[src/prs_cfg.svh]
// Constants of the power rail sequencer: timing, register map, fields and reset values.
`ifndef PRS_CFG_SVH
`define PRS_CFG_SVH
`define PRS_CLK_HZ 100000000
`define PRS_MS_CYC (`PRS_CLK_HZ / 1000)
`define PRS_TICK_W 17
`define PRS_DLY_MAX_MS 4'hA
`define PRS_TO_MS 13'h1388
`define PRS_LONG_MS 13'h1F40
`define PRS_RHOLD_MS 13'h03E8
`define PRS_TMR_MAX 13'h1FFF
`define PRS_DEGL_MS 6'h32
`define PRS_PGMON_MS 3'h5
`define PRS_STB_FIRST 4'h1
`define PRS_STB_LAST 4'h7
`define PRS_STB_A 4'hE
`define PRS_STB_B 4'hF
`define PRS_W_CTRL 3'h0
`define PRS_W_STAT 3'h1
`define PRS_W_EN 3'h2
`define PRS_W_SEQ 3'h3
`define PRS_W_DLY 3'h4
`define PRS_W_PGC 3'h5
`define PRS_C_UP 0
`define PRS_C_DN 1
`define PRS_C_INST 2
`define PRS_C_OFF 3
`define PRS_S_PBI 4
`define PRS_P_M1 8
`define PRS_P_M2 9
`define PRS_P_SW1 10
`define PRS_P_SW2 11
`define PRS_CTRL_RST 4'h0
`define PRS_SEQ_RST 28'h32154FE
`define PRS_DLYC_RST 24'h222222
`define PRS_PGC_RST 12'h314
`define PRS_REG_RAILS 7'h03
`endif

[src/prs_pkg.sv]
// Types of the power rail sequencer.
`include "prs_cfg.svh"
package prs_pkg;
   typedef enum logic [2:0] {
      PRS_OFF = 3'b000,
      PRS_WAIT = 3'b001,
      PRS_UP = 3'b010,
      PRS_ACT = 3'b011,
      PRS_DOWN = 3'b100,
      PRS_SLEEP = 3'b101,
      PRS_RHOLD = 3'b110
   } prs_state_t;
   typedef struct packed {
      logic cyc;
      logic stb;
      logic we;
      logic [4:0] adr;
      logic [3:0] sel;
      logic [31:0] dat;
   } prs_wb_req_t;
   typedef struct packed {
      prs_state_t state;
      logic [6:0] s1, s2, pg1, pg2;
      logic usb_p, ac_p, pbst, push_button_irq_flag;
      logic [5:0] pbcnt;
      logic [12:0] lpcnt, tmr;
      logic [`PRS_TICK_W-1:0] tick;
      logic [3:0] dly, idx, spcnt, ctrl;
      logic spec, dn_all, dn_rst, dn_ret;
      logic [6:0] en;
      logic [27:0] seq;
      logic [23:0] dlyc;
      logic [11:0] pgc;
      logic [20:0] age;
      logic [7:0] pgd;
      logic pgrun, pg_ok, mpg, rpg, woe, ack;
      logic [31:0] dat;
   } prs_st_t;
endpackage

[src/prs_top.sv]
// Power rail sequencer with wake, power-good and push-button logic behind a Wishbone slave.
`timescale 1ns/10ps
`include "prs_cfg.svh"
module prs_top #(
   parameter int MS_CYC = `PRS_MS_CYC
) (
   input wire logic CLOCK_I, // System clock.
   input wire logic RST_N_I, // Synchronous reset, active low.
   input prs_pkg::prs_wb_req_t WB_REQ_I, // Wishbone request group.
   output logic WB_ACK_O, // Wishbone acknowledge.
   output logic [31:0] WB_DAT_O, // Wishbone read data.
   input wire logic POWER_ENABLE_PIN_I, // Host power enable level.
   input wire logic PUSH_BUTTON_INPUT_N_I, // Push button, low when pressed.
   input wire logic USB_PRESENT_I, // USB supply present.
   input wire logic AC_PRESENT_I, // Adapter supply present.
   input wire logic HARD_RESET_PIN_N_I, // Hard reset pin, active low.
   input wire logic UVLO_I, // Undervoltage lockout.
   input wire logic OVER_TEMP_SHUTDOWN_I, // Over-temperature shutdown.
   input wire logic [6:0] RAIL_PG_I, // Deglitched per-rail power good.
   output logic [6:0] RAIL_EN_O, // Rail enables.
   output logic WAKE_OUTPUT_N_O, // Wake pin drive level.
   output logic WAKE_OUTPUT_OE_O, // Wake pin pulled low while high.
   output logic MAIN_POWER_GOOD_O, // Main power good.
   output logic REGULATOR_POWER_GOOD_O // Always-on regulator power good.
);
   import prs_pkg::*;

   // ---------------------------------------------------------------
   // Parameter check and per-rail decode
   // ---------------------------------------------------------------
   if (MS_CYC < 1 || MS_CYC >= (1 << `PRS_TICK_W))
   begin : g_bad_ms
      $error("MS_CYC does not fit the tick counter");
   end

   localparam logic [`PRS_TICK_W-1:0] TICK_LAST = `PRS_TICK_W'(MS_CYC - 1);

   prs_st_t q, d;
   logic ms, flt, take, rreq, wake, ok_sup, pb_fall, long_p;
   logic [6:0] m_idx, m0, m14, m15, mon, ign, mset;
   logic [20:0] age_v;
   logic [31:0] rdat, wv;

   assign ms = (q.tick == TICK_LAST);

   for (genvar i = 0; i < 7; i++)
   begin : g_rail
      logic [3:0] code;
      logic [2:0] age;
      assign code = q.seq[4*i +: 4];
      assign age = q.age[3*i +: 3];
      assign m_idx[i] = (code == q.idx) && (code != 4'h0);
      assign m0[i] = (code == 4'h0);
      assign m14[i] = (code == `PRS_STB_A) && (i < 2);
      assign m15[i] = (code == `PRS_STB_B) && (i < 2);
      assign mon[i] = (age == `PRS_PGMON_MS);
      assign age_v[3*i +: 3] = !q.en[i] ? 3'h0 : (ms && !mon[i]) ? age + 3'h1 : age;
   end

   // Switch rails used as plain load switches have no regulation to watch.
   assign ign = {3'b000, ~q.pgc[`PRS_P_SW2], ~q.pgc[`PRS_P_SW1], 2'b00};
   assign mset = {3'b111, q.pgc[`PRS_P_SW2], q.pgc[`PRS_P_SW1],
                  ~q.pgc[`PRS_P_M2], ~q.pgc[`PRS_P_M1]};
   assign flt = (|(q.en & mon & ~q.pg2 & ~ign)) | q.s2[5] | q.s2[6];
   assign take = WB_REQ_I.cyc && WB_REQ_I.stb && !q.ack;
   assign ok_sup = !q.s2[5] && !q.s2[6];

   // ---------------------------------------------------------------
   // Helpers
   // ---------------------------------------------------------------
   function automatic logic [3:0] dms(input logic [3:0] c);
      return (c > 4'h9) ? `PRS_DLY_MAX_MS : c + 4'h1;
   endfunction

   function automatic logic [3:0] dsel(input logic [23:0] v, input logic [3:0] k);
      return v[4*k +: 4];
   endfunction

   function automatic logic [31:0] merge(input logic [31:0] o, input logic [31:0] n,
                                         input logic [3:0] s);
      logic [31:0] m;
      m = {{8{s[3]}}, {8{s[2]}}, {8{s[1]}}, {8{s[0]}}};
      return (o & ~m) | (n & m);
   endfunction

   function automatic prs_st_t go_down(input prs_st_t s, input logic all,
                                       input logic rst, input logic ret);
      s.state = PRS_DOWN;
      s.idx = `PRS_STB_LAST;
      s.dly = 4'h0;
      s.dn_all = all | rst;
      s.dn_rst = rst;
      s.dn_ret = ret;
      // A pending second always-on strobe must not turn a rail back on during the way down.
      s.spec = 1'b0;
      // A reset drops the unsequenced rails at once, not after the sequence.
      if (rst)
         s.en = s.en & ~m0;
      return s;
   endfunction

   function automatic prs_st_t go_up(input prs_st_t s);
      s.state = PRS_UP;
      s.idx = `PRS_STB_FIRST;
      s.dly = 4'h0;
      return s;
   endfunction

   function automatic prs_st_t go_wait(input prs_st_t s);
      s.state = PRS_WAIT;
      s.en = s.en | m14;
      s.spec = 1'b1;
      s.spcnt = dms(dsel(s.dlyc, 4'h5));
      return s;
   endfunction

   // ---------------------------------------------------------------
   // Register read mux
   // ---------------------------------------------------------------
   always_comb
   begin
      unique case (WB_REQ_I.adr[4:2])
         `PRS_W_CTRL: rdat = {28'h0, q.ctrl};
         `PRS_W_STAT: rdat = {25'h0, q.rpg, q.mpg, q.push_button_irq_flag, q.pbst, q.state};
         `PRS_W_EN: rdat = {25'h0, q.en};
         `PRS_W_SEQ: rdat = {4'h0, q.seq};
         `PRS_W_DLY: rdat = {8'h0, q.dlyc};
         `PRS_W_PGC: rdat = {20'h0, q.pgc};
         default: rdat = 32'h0;
      endcase
      wv = merge(rdat, WB_REQ_I.dat, WB_REQ_I.sel);
   end

   // ---------------------------------------------------------------
   // Next state
   // ---------------------------------------------------------------
   always_comb
   begin
      d = q;
      pb_fall = 1'b0;
      long_p = 1'b0;
      d.s1 = {OVER_TEMP_SHUTDOWN_I, UVLO_I, HARD_RESET_PIN_N_I, AC_PRESENT_I,
              USB_PRESENT_I, PUSH_BUTTON_INPUT_N_I, POWER_ENABLE_PIN_I};
      d.s2 = q.s1;
      d.pg1 = RAIL_PG_I;
      d.pg2 = q.pg1;
      d.usb_p = q.s2[2];
      d.ac_p = q.s2[3];
      d.tick = ms ? '0 : q.tick + 1'b1;
      d.age = age_v;

      // Bus access; the edge logic below runs later so a new edge beats a clear.
      d.ack = take;
      if (take)
      begin
         d.dat = rdat;
         if (WB_REQ_I.we)
         begin
            unique case (WB_REQ_I.adr[4:2])
               `PRS_W_CTRL: d.ctrl = wv[3:0];
               `PRS_W_STAT: d.push_button_irq_flag = q.push_button_irq_flag & ~(WB_REQ_I.sel[0] & WB_REQ_I.dat[`PRS_S_PBI]);
               `PRS_W_EN:
               begin
                  if (q.state != PRS_UP && q.state != PRS_DOWN)
                     d.en = wv[6:0];
               end
               `PRS_W_SEQ: d.seq = wv[27:0];
               `PRS_W_DLY: d.dlyc = wv[23:0];
               `PRS_W_PGC: d.pgc = wv[11:0];
               default: d.dat = 32'h0;
            endcase
         end
      end

      // Push-button deglitch, edge flag and long press.
      if (q.s2[1] == q.pbst)
         d.pbcnt = 6'h0;
      else if (q.pbcnt == `PRS_DEGL_MS)
      begin
         d.pbst = q.s2[1];
         d.pbcnt = 6'h0;
         d.push_button_irq_flag = 1'b1;
         pb_fall = !q.s2[1];
      end
      else if (ms)
         d.pbcnt = q.pbcnt + 6'h1;
      // Holding the button keeps firing every long interval, cycling power.
      if (q.pbst)
         d.lpcnt = 13'h0;
      else if (q.lpcnt == `PRS_LONG_MS)
      begin
         d.lpcnt = 13'h0;
         long_p = 1'b1;
      end
      else if (ms)
         d.lpcnt = q.lpcnt + 13'h1;

      wake = pb_fall | (q.s2[2] & !q.usb_p) | (q.s2[3] & !q.ac_p);
      rreq = !q.s2[4] | long_p;

      // Second always-on strobe after the sixth delay.
      if (q.spec && q.spcnt == 4'h0)
      begin
         d.en = d.en | m15;
         d.spec = 1'b0;
      end
      else if (q.spec && ms)
         d.spcnt = q.spcnt - 4'h1;

      // Power-good delay after the sequencer is done.
      if (q.pgrun)
      begin
         if (q.pgd == q.pgc[7:0])
         begin
            d.pg_ok = 1'b1;
            d.pgrun = 1'b0;
         end
         else if (ms)
            d.pgd = q.pgd + 8'h1;
      end

      unique case (q.state)
         PRS_OFF:
         begin
            if (wake && ok_sup)
               d = go_wait(d);
         end
         PRS_WAIT:
         begin
            if (q.s2[0])
               d = go_up(d);
            else if (q.tmr >= `PRS_TO_MS)
               d = go_down(d, q.ctrl[`PRS_C_OFF], 1'b0, 1'b0);
         end
         PRS_UP:
         begin
            if (q.dly != 4'h0)
            begin
               if (ms)
                  d.dly = q.dly - 4'h1;
            end
            else
            begin
               d.en = d.en | m_idx;
               if (q.idx == `PRS_STB_LAST)
               begin
                  d.state = PRS_ACT;
                  d.ctrl[`PRS_C_UP] = 1'b0;
                  d.pgrun = 1'b1;
                  d.pgd = 8'h0;
               end
               else
               begin
                  d.dly = dms(dsel(q.dlyc, q.idx - 4'h1));
                  d.idx = q.idx + 4'h1;
               end
            end
         end
         PRS_ACT:
         begin
            if (!q.s2[0])
               d = go_down(d, q.ctrl[`PRS_C_OFF], 1'b0, 1'b0);
            else if (q.ctrl[`PRS_C_DN])
               d = go_down(d, 1'b0, 1'b0, 1'b1);
            else if (q.ctrl[`PRS_C_UP])
               d = go_up(d);
         end
         PRS_DOWN:
         begin
            if (q.dly != 4'h0 && !q.ctrl[`PRS_C_INST])
            begin
               if (ms)
                  d.dly = q.dly - 4'h1;
            end
            else
            begin
               d.en = d.en & ~m_idx;
               d.dly = 4'h0;
               if (q.idx == `PRS_STB_A || (q.idx == `PRS_STB_FIRST && !q.dn_all))
               begin
                  if (q.dn_ret)
                  begin
                     d.state = PRS_ACT;
                     d.ctrl[`PRS_C_DN] = 1'b0;
                  end
                  else if (q.dn_rst)
                     d.state = PRS_RHOLD;
                  else if (q.dn_all)
                  begin
                     d.en = d.en & ~m0;
                     d.state = PRS_OFF;
                  end
                  else
                     d.state = PRS_SLEEP;
               end
               else if (q.idx == `PRS_STB_FIRST)
                  d.idx = `PRS_STB_B;
               else if (q.idx == `PRS_STB_B)
               begin
                  d.idx = `PRS_STB_A;
                  d.dly = dms(dsel(q.dlyc, 4'h5));
               end
               else
               begin
                  d.idx = q.idx - 4'h1;
                  d.dly = dms(dsel(q.dlyc, q.idx - 4'h2));
               end
            end
         end
         PRS_SLEEP:
         begin
            if (q.s2[0])
               d = go_up(d);
            else if (wake && ok_sup)
               d = go_wait(d);
         end
         PRS_RHOLD:
         begin
            if (q.tmr >= `PRS_RHOLD_MS && q.s2[4])
               d = go_wait(d);
         end
         default: d.state = PRS_OFF;
      endcase

      // Reset requests and faults override the normal flow.
      if (q.state == PRS_WAIT || q.state == PRS_UP || q.state == PRS_ACT ||
          q.state == PRS_SLEEP)
      begin
         if (rreq)
            d = go_down(d, 1'b1, 1'b1, 1'b0);
         else if (flt)
            d = go_down(d, 1'b1, 1'b0, 1'b0);
      end

      if (d.state != q.state)
         d.tmr = 13'h0;
      else if (ms && q.tmr != `PRS_TMR_MAX)
         d.tmr = q.tmr + 13'h1;

      if (d.state != q.state &&
          (d.state == PRS_OFF || d.state == PRS_SLEEP || d.state == PRS_RHOLD))
      begin
         d.ctrl = `PRS_CTRL_RST;
         d.seq = `PRS_SEQ_RST;
         d.dlyc = `PRS_DLYC_RST;
         d.pgc = `PRS_PGC_RST;
      end

      if (d.en == 7'h0 || flt)
      begin
         d.pg_ok = 1'b0;
         d.pgrun = 1'b0;
      end
      // A stale good flag from sleep must wait for the new delay to run out.
      d.mpg = d.pg_ok && !d.pgrun && d.state == PRS_ACT &&
              !(|(d.en & mset & mon & ~q.pg2));
      d.rpg = d.pg_ok && (|(d.en & `PRS_REG_RAILS)) &&
              !(|(d.en & `PRS_REG_RAILS & mon & ~q.pg2));
      d.woe = (d.state == PRS_WAIT);
   end

   always_ff @(posedge CLOCK_I)
   begin
      if (!RST_N_I)
      begin
         q <= '0;
         q.state <= PRS_OFF;
         q.s1 <= 7'h12;
         q.s2 <= 7'h12;
         q.pbst <= 1'b1;
         q.ctrl <= `PRS_CTRL_RST;
         q.seq <= `PRS_SEQ_RST;
         q.dlyc <= `PRS_DLYC_RST;
         q.pgc <= `PRS_PGC_RST;
      end
      else
         q <= d;
   end

   assign WB_ACK_O = q.ack;
   assign WB_DAT_O = q.dat;
   assign RAIL_EN_O = q.en;
   assign WAKE_OUTPUT_N_O = 1'b0;
   assign WAKE_OUTPUT_OE_O = q.woe;
   assign MAIN_POWER_GOOD_O = q.mpg;
   assign REGULATOR_POWER_GOOD_O = q.rpg;
endmodule

[config.mk]
export PLATFORM = sky130hd
export DESIGN_NAME = prs_top
export DESIGN_NICKNAME = d
export VERILOG_FILES = /design/src/prs_pkg.sv /design/src/prs_top.sv
export VERILOG_INCLUDE_DIRS = /design/src /design/src/src
export SDC_FILE = /design/constraint.sdc
export NUM_CORES = 1
export LEC_CHECK = 0
export ABC_AREA = 1
export BUFFER_PORTS_ARGS = -buffer_cell sky130_fd_sc_hd__buf_2
export CELL_PAD_IN_SITES_DETAIL_PLACEMENT = 1
export CELL_PAD_IN_SITES_GLOBAL_PLACEMENT = 1
export CORE_ASPECT_RATIO = 0.6
export CORE_UTILIZATION = 44
export DETAILED_ROUTE_END_ITERATION = 8
export PLACE_DENSITY_LB_ADDON = 0.1
export SETUP_SLACK_MARGIN = 0.02
export SYNTH_ARGS = -nofsm -noshare
export SYNTH_HDL_FRONTEND = slang
export SYNTH_SLANG_ARGS = --single-unit
[constraint.sdc]
create_clock -name CLOCK_I -period 3.9 [get_ports CLOCK_I]
set_input_delay 0.78 -clock CLOCK_I [delete_from_list [all_inputs] [get_ports CLOCK_I]]
set_output_delay 0.78 -clock CLOCK_I [all_outputs]
set_load 0.05 [all_outputs]
==> results of run 1 <==
path summary, 6_finish.rpt:
kind,start,endpoint,slack (ns),cells after the start
worst max register to register,q[239]$_SDFF_PN0_,g_rail[1].code[2]$_SDFFE_PP1P_,0.48,12
worst min register to register,q[236]$_SDFF_PN1_,q[229]$_SDFF_PN1_,0.41,1
worst max-delay path,q[239]$_SDFF_PN0_,g_rail[1].code[2]$_SDFFE_PP1P_,0.48,12
worst min-delay path,USB_PRESENT_I,q[234]$_SDFF_PN0_,0.41,3
metrics by stage:
step,instances,util,worst slack [ns],power (mW)
after floorplan,2096,-,1.14,3.40
after global placement,2528,0.466,0.425,3.67
after detailed placement,2528,0.466,0.336,3.70
after CTS,2572,0.495,0.559,6.36
after global routing,2572,0.495,0.312,6.57
final,2572,0.495,0.484,6.35
final cells by class:
| cell class | instances | area [um2] |
|---|---|---|
| clock buffer | 30 | 684 |
| sequential | 238 | 4770 |
| fill | 4196 | 15700 |
| multi-input combinational | 1472 | 7500 |
| inverter | 282 | 1060 |
| timing repair buffer | 120 | 683 |
| tap | 416 | 520 |
| clock inverter | 14 | 209 |
worst max-delay path, delay by kind of cell (launching register included):
family	cells	cell delay, ns
AO/OA/AOI/OAI	2	0.26
buffers and inverters	2	0.69
XOR/XNOR	1	0.21
AND/OR/NAND/NOR	7	1.47
flip-flops	1	0.62
power breakdown:
part           leakage (nW)  switching [mW]  internal (mW)  total [mW]
clock                 0.441            1.10           1.58        2.68
combinational          4.44           0.831          0.289        1.12
sequential             1.93          0.0568           2.49        2.55
cell families (layout without fill, tap and decap cells):
logic type / Yosys count / count (layout) / share of synthesized area
and+or+nand+nor: 1020 / 1020 / 0.328
other: 1 / 5 / 0.000269
xor gates and xnor gates: 36 / 36 / 0.0237
DFF: 238 / 238 / 0.342
buffers and inverters: 386 / 446 / 0.121
AOI/OAI and AO/OA: 367 / 367 / 0.146
adders and majority gates: 44 / 44 / 0.0395
flip-flops by register name (all words and copies together), names as in the netlist:
name / count
RAIL_EN_O: 7
g_rail.code: 28
mset: 2
WAKE_OUTPUT_OE_O: 1
g_rail.age: 21
WB_DAT_O: 28
MAIN_POWER_GOOD_O: 1
q: 148
WB_ACK_O: 1
REGULATOR_POWER_GOOD_O: 1
cells in the final DEF, fill, tap and decap left out, types with 5 or more instances in the layout:
cell type  count
nor3b_1        8
o211ai_1      13
dfxtp_1      237
o22ai_1       19
a221oi_1       5
buf_2         92
nor2_1       192
o21ai_1        5
bufinv_16      5
nor2_2        48
nor4_1         5
conb_1         5
nand2_2        7
a211oi_1       7
or2_2         21
and3_1         5
o21ai_0      180
nand4_1       66
inv_2         10
clkinv_2       5
xnor2_1       10
clkbuf_16     25
nand3_1      106
a21oi_1      104
ha_1          44
inv_1        268
nor3_1        46
nand2_1      496
buf_4         27
xor2_1        24
layer usage:
metal	routed length (um)	part of all wire	vias up	GRT usage
met2	19400	0.40	403	0.433
met3	3250	0.068	64	0.0467
li1	-	-	6838	-
met4	1100	0.023	0	0.0693
met1	24300	0.51	6864	0.448
met5	0	0	-	0
==> reports/summary.txt, run 1 <==
DRC = 0
Tot GR Track Use = 0.296
Post-Syn Instances = 2,092
fmax = 0.293 GHz
area grow syn2layout = 10.7%
placed inst area = 14,500 um2
Req. time, crit path = 4.32 ns
Async S/R FF share, synth = 0
Syn Area/Cell = 6.66 um2
Setup crit start kind = flop
post-CTS sizing = 0
number of global-route vias before repair = 14,000
DR WL/cell = 18.7 um
diodes inserted = 0
library cells used by synthesis = 60
Max Slew Vio Count = 0
top cell type's share of synthesized area = 0.342
die height = 140 um
hold_ws = 0.411 ns
largest fanout on the critical path = 24
clock slew at reported path FFs = 0.08 ns
worst rel slew slack = 0.534
Nets = 2,242
die width = 232 um
Max Buffers Root-to-Sink = 3
Worst Hold Class = in -> reg
LEAKAGE = 6.81 nW
via count of the routed design = 14,200
Fin Setup TNS = 0 ns
CTS tree = done
io pins = 104
WP data arrival = 3.83 ns
Final Skew = 0.0183 ns
register area share after synthesis = 0.342
Hold Buf Count CTS = 0
GRT overflow = 0
Yosys warning total = 0
Mapped Area = 13,900 um2
critical path, cell by cell = nor2_1 > nand2_1 > inv_1 > o21ai_2 > nand2_1 > nor3b_2 > nand2_2 > xor2_2 > nand4_4 > nand2_4 > buf_4 > o21ai_0
most area-consuming cells after synthesis = dfxtp_1 34%, nand2_1 13%, inv_1 7.2%
post-route cell area = 15,400 um2
first-pass GRT wire length = 75.8 mm
capturing element type of the critical path = flop
worst-margin pin slew = 0.696 ns
Root Buffer = clkbuf_16
largest net degree at the start of global routing = 56
Crit Path Category = reg -> reg
ys flop type = dfxtp_1
Die Area = 32,400 um2
TritonCTS Buffers = 24
initial antenna violation count = 0
RSZ-0062 raised after global routing = false
Post-synth EDFFs = 0
Clock Latency Late Sink = 0.55 ns
final setup vio count = 0
Max-Cap Viols = 0
routability cong. = 0.944
Pwr Density = 412 nW/um2
I/O Buffers = 92
Core Area = 31,200 um2
share of cells above drive strength 1 = 0.128
fin crit share = 0.876
row count = 50
router iterations before antenna repair = 5
Max IR drop VDD = 272 uV
CTS H-tree depth = 1
top-count cell post-synth = nand2_1
final antenna-violating net count = 0
minimum clock period = 3.42 ns
Synth top cells by count = 496 x nand2_1, 268 x inv_1, 238 x dfxtp_1
status = complete, no violations
post-synth top area cell = dfxtp_1
CP max stage cell = dfxtp_1
most frequent CP cell = nand2_1
Post-CTS Setup Bufs = 0
DP HPWL = 37.1 mm
DRT iter0 DRCs = 980
Hold Violations, Final = 0
DRT Wirelength = 48.1 mm
Seq cells post-synth = 238
max incr delay on CP = 0.62 ns
Initial Util = 0.447
drt via density = 5.51
clk sinks = 238
No activity file was read; power rests on OpenSTA's default activity.
==> run 2: changes to the inputs <==
- CORE_UTILIZATION: 44 -> 40
- CTS_CLUSTER_DIAMETER: unset -> 50
==> run 2 against run 1 <==
  * Combinational power hardly changed
  * Clock skew decreased by 0.0040 ns
  * Cell count rose by 2.3%
  * Power grew 2.5%
  * Via count decreased by 0.11%
  * Core utilization shrank 3.5 points
  * Highest routed layer unchanged
==> reports/summary.txt, run 2 (synthesis gave the netlist of run 1 again) <==
fin crit share = 0.861
post-CTS sizing = 0
routability cong. = 0.921
drt via density = 5.38
Final Skew = 0.0143 ns
Hold Violations, Final = 0
DR WL/cell = 18.7 um
share of cells above drive strength 1 = 0.134
post-route cell area = 15,600 um2
TritonCTS Buffers = 31
DRT iter0 DRCs = 926
DRT Wirelength = 49.3 mm
final antenna-violating net count = 0
Setup crit start kind = flop
worst-margin pin slew = 0.990 ns
Initial Util = 0.410
Hold Buf Count CTS = 0
Inst Count DP = 2,576
I/O Buffers = 92
capturing element type of the critical path = flop
via count of the routed design = 14,200
Buf/Inv on CP = 3
RSZ-0062 raised after global routing = false
DP HPWL = 38.4 mm
Clock Latency Late Sink = 0.58 ns
area grow syn2layout = 12.1%
CP max stage cell = inv_1
Pwr Density = 417 nW/um2
initial antenna violation count = 1
router iterations before antenna repair = 5
Max-Cap Viols = 0
Final Power = 6.51 mW
critical path, cell by cell = inv_1 > ha_1 > nand3_1 > nand2_4 > nand2_4 > o21ai_2 > nand2_1 > nor3b_2 > nand2_2 > xor2_2 > nand4_4 > nand2_4 > inv_4 > buf_12 > nor2_2
LEAKAGE = 6.88 nW
DRC = 0
Max Slew Vio Count = 0
status = complete, no violations
CTS tree = done
number of global-route vias before repair = 13,800
Fin Setup TNS = 0 ns
Place WS = 0.554 ns
row count = 52
non-filler instance count after layout = 2,632
largest net degree at the start of global routing = 49
largest fanout on the critical path = 30
fmax = 0.298 GHz
die height = 147 um
Worst Hold Class = in -> reg
Root Buffer = clkbuf_16
most common cell after layout, fill and taps aside = nand2_1
Max IR drop VDD = 373 uV
most frequent CP cell = nand2_4
clock slew at reported path FFs = 0.07 ns
highest-count cells in the layout ignoring fill and taps = 496 x nand2_1, 268 x inv_1, 237 x dfxtp_1
WP data arrival = 3.80 ns
placed inst area = 14,600 um2
Post-CTS Setup Bufs = 0
Most flops, register = q
die width = 243 um
Max Buffers Root-to-Sink = 3
Nets = 2,254
Req. time, crit path = 4.35 ns
first-pass GRT wire length = 78.1 mm
CTS H-tree depth = 1
Top delay family on crit path = simple AND/OR/NAND/NOR gates
Die Area = 35,600 um2
Tot GR Track Use = 0.276
Largest register FFs = 148
Core Area = 34,000 um2
Crit Path Category = reg -> reg
GRT overflow = 0
minimum clock period = 3.36 ns
setup ws final = 0.541 ns
worst rel slew slack = 0.340
clk sinks = 238
max incr delay on CP = 0.34 ns
final setup vio count = 0
io pins = 104
==> run 2: cell count changes in the layout (fill, tap and decap cells not counted), sizes merged <==
| cell | before | now |
|---|---|---|
| clkinvlp | 1 | 2 |
| clkbuf | 30 | 39 |
| inv | 279 | 285 |
| diode | 0 | 1 |
| buf | 120 | 125 |
| bufinv | 5 | 1 |
| clkinv | 11 | 10 |
==> run 2: where the power goes <==
| part | leakage, nW | internal [mW] | switching, mW |
|---|---|---|---|
| Clock | 0.486 | 1.61 | 1.21 |
| Combinational | 4.46 | 0.293 | 0.838 |
| Sequential | 1.93 | 2.50 | 0.0580 |
==> run 2: per-layer routing <==
metal / vias to the layer above / GRT usage / routed length [um]
li1: 6866 / - / -
met1: 6883 / 0.426 / 25200
met2: 347 / 0.398 / 19900
met3: 58 / 0.0482 / 3420
met4: 0 / 0.0497 / 739
met5: - / 0 / 0
==> run 2: worst paths after layout <==
check / startpoint / end / slack, ns / depth (start not counted)
worst max-delay path: q[151]$_SDFF_PN0_ / q[99]$_SDFF_PP0_ / 0.54 / 15
worst max register to register: q[151]$_SDFF_PN0_ / q[99]$_SDFF_PP0_ / 0.54 / 15
worst min register to register: q[236]$_SDFF_PN1_ / q[229]$_SDFF_PN1_ / 0.42 / 1
worst min-delay path: RAIL_PG_I[3] / q[221]$_SDFF_PN0_ / 0.39 / 3
==> run 2: layout make-up <==
type,count,area [um2]
Antenna cell,1,2.50
Clock buffer,39,846
Clock inverter,16,143
Fill cell,4498,18400
Inverter,282,1060
Multi-Input combinational cell,1472,7500
Sequential cell,238,4770
Tap cell,459,574
Timing Repair Buffer,125,721
==> run 2: per-stage QoR <==
| stage | util | hold WS [ns] |
|---|---|---|
| 2_1_floorplan | - | 0.390 |
| 3_3_place_gp | 0.430 | 0.396 |
| 3_5_place_dp | 0.430 | 0.403 |
| 4_1_cts | 0.460 | 0.366 |
| 5_1_grt | 0.460 | 0.382 |
| 6_report | 0.460 | 0.389 |
==> run 2: worst register-to-register path: cells and delay by family, from the launching register on <==
family / cells / cell delay (ns)
xor+xnor: 1 / 0.19
flops: 1 / 0.31
simple gates: 9 / 1.44
fa+ha+maj: 1 / 0.27
compound gates: 1 / 0.11
buf+inv: 3 / 0.91
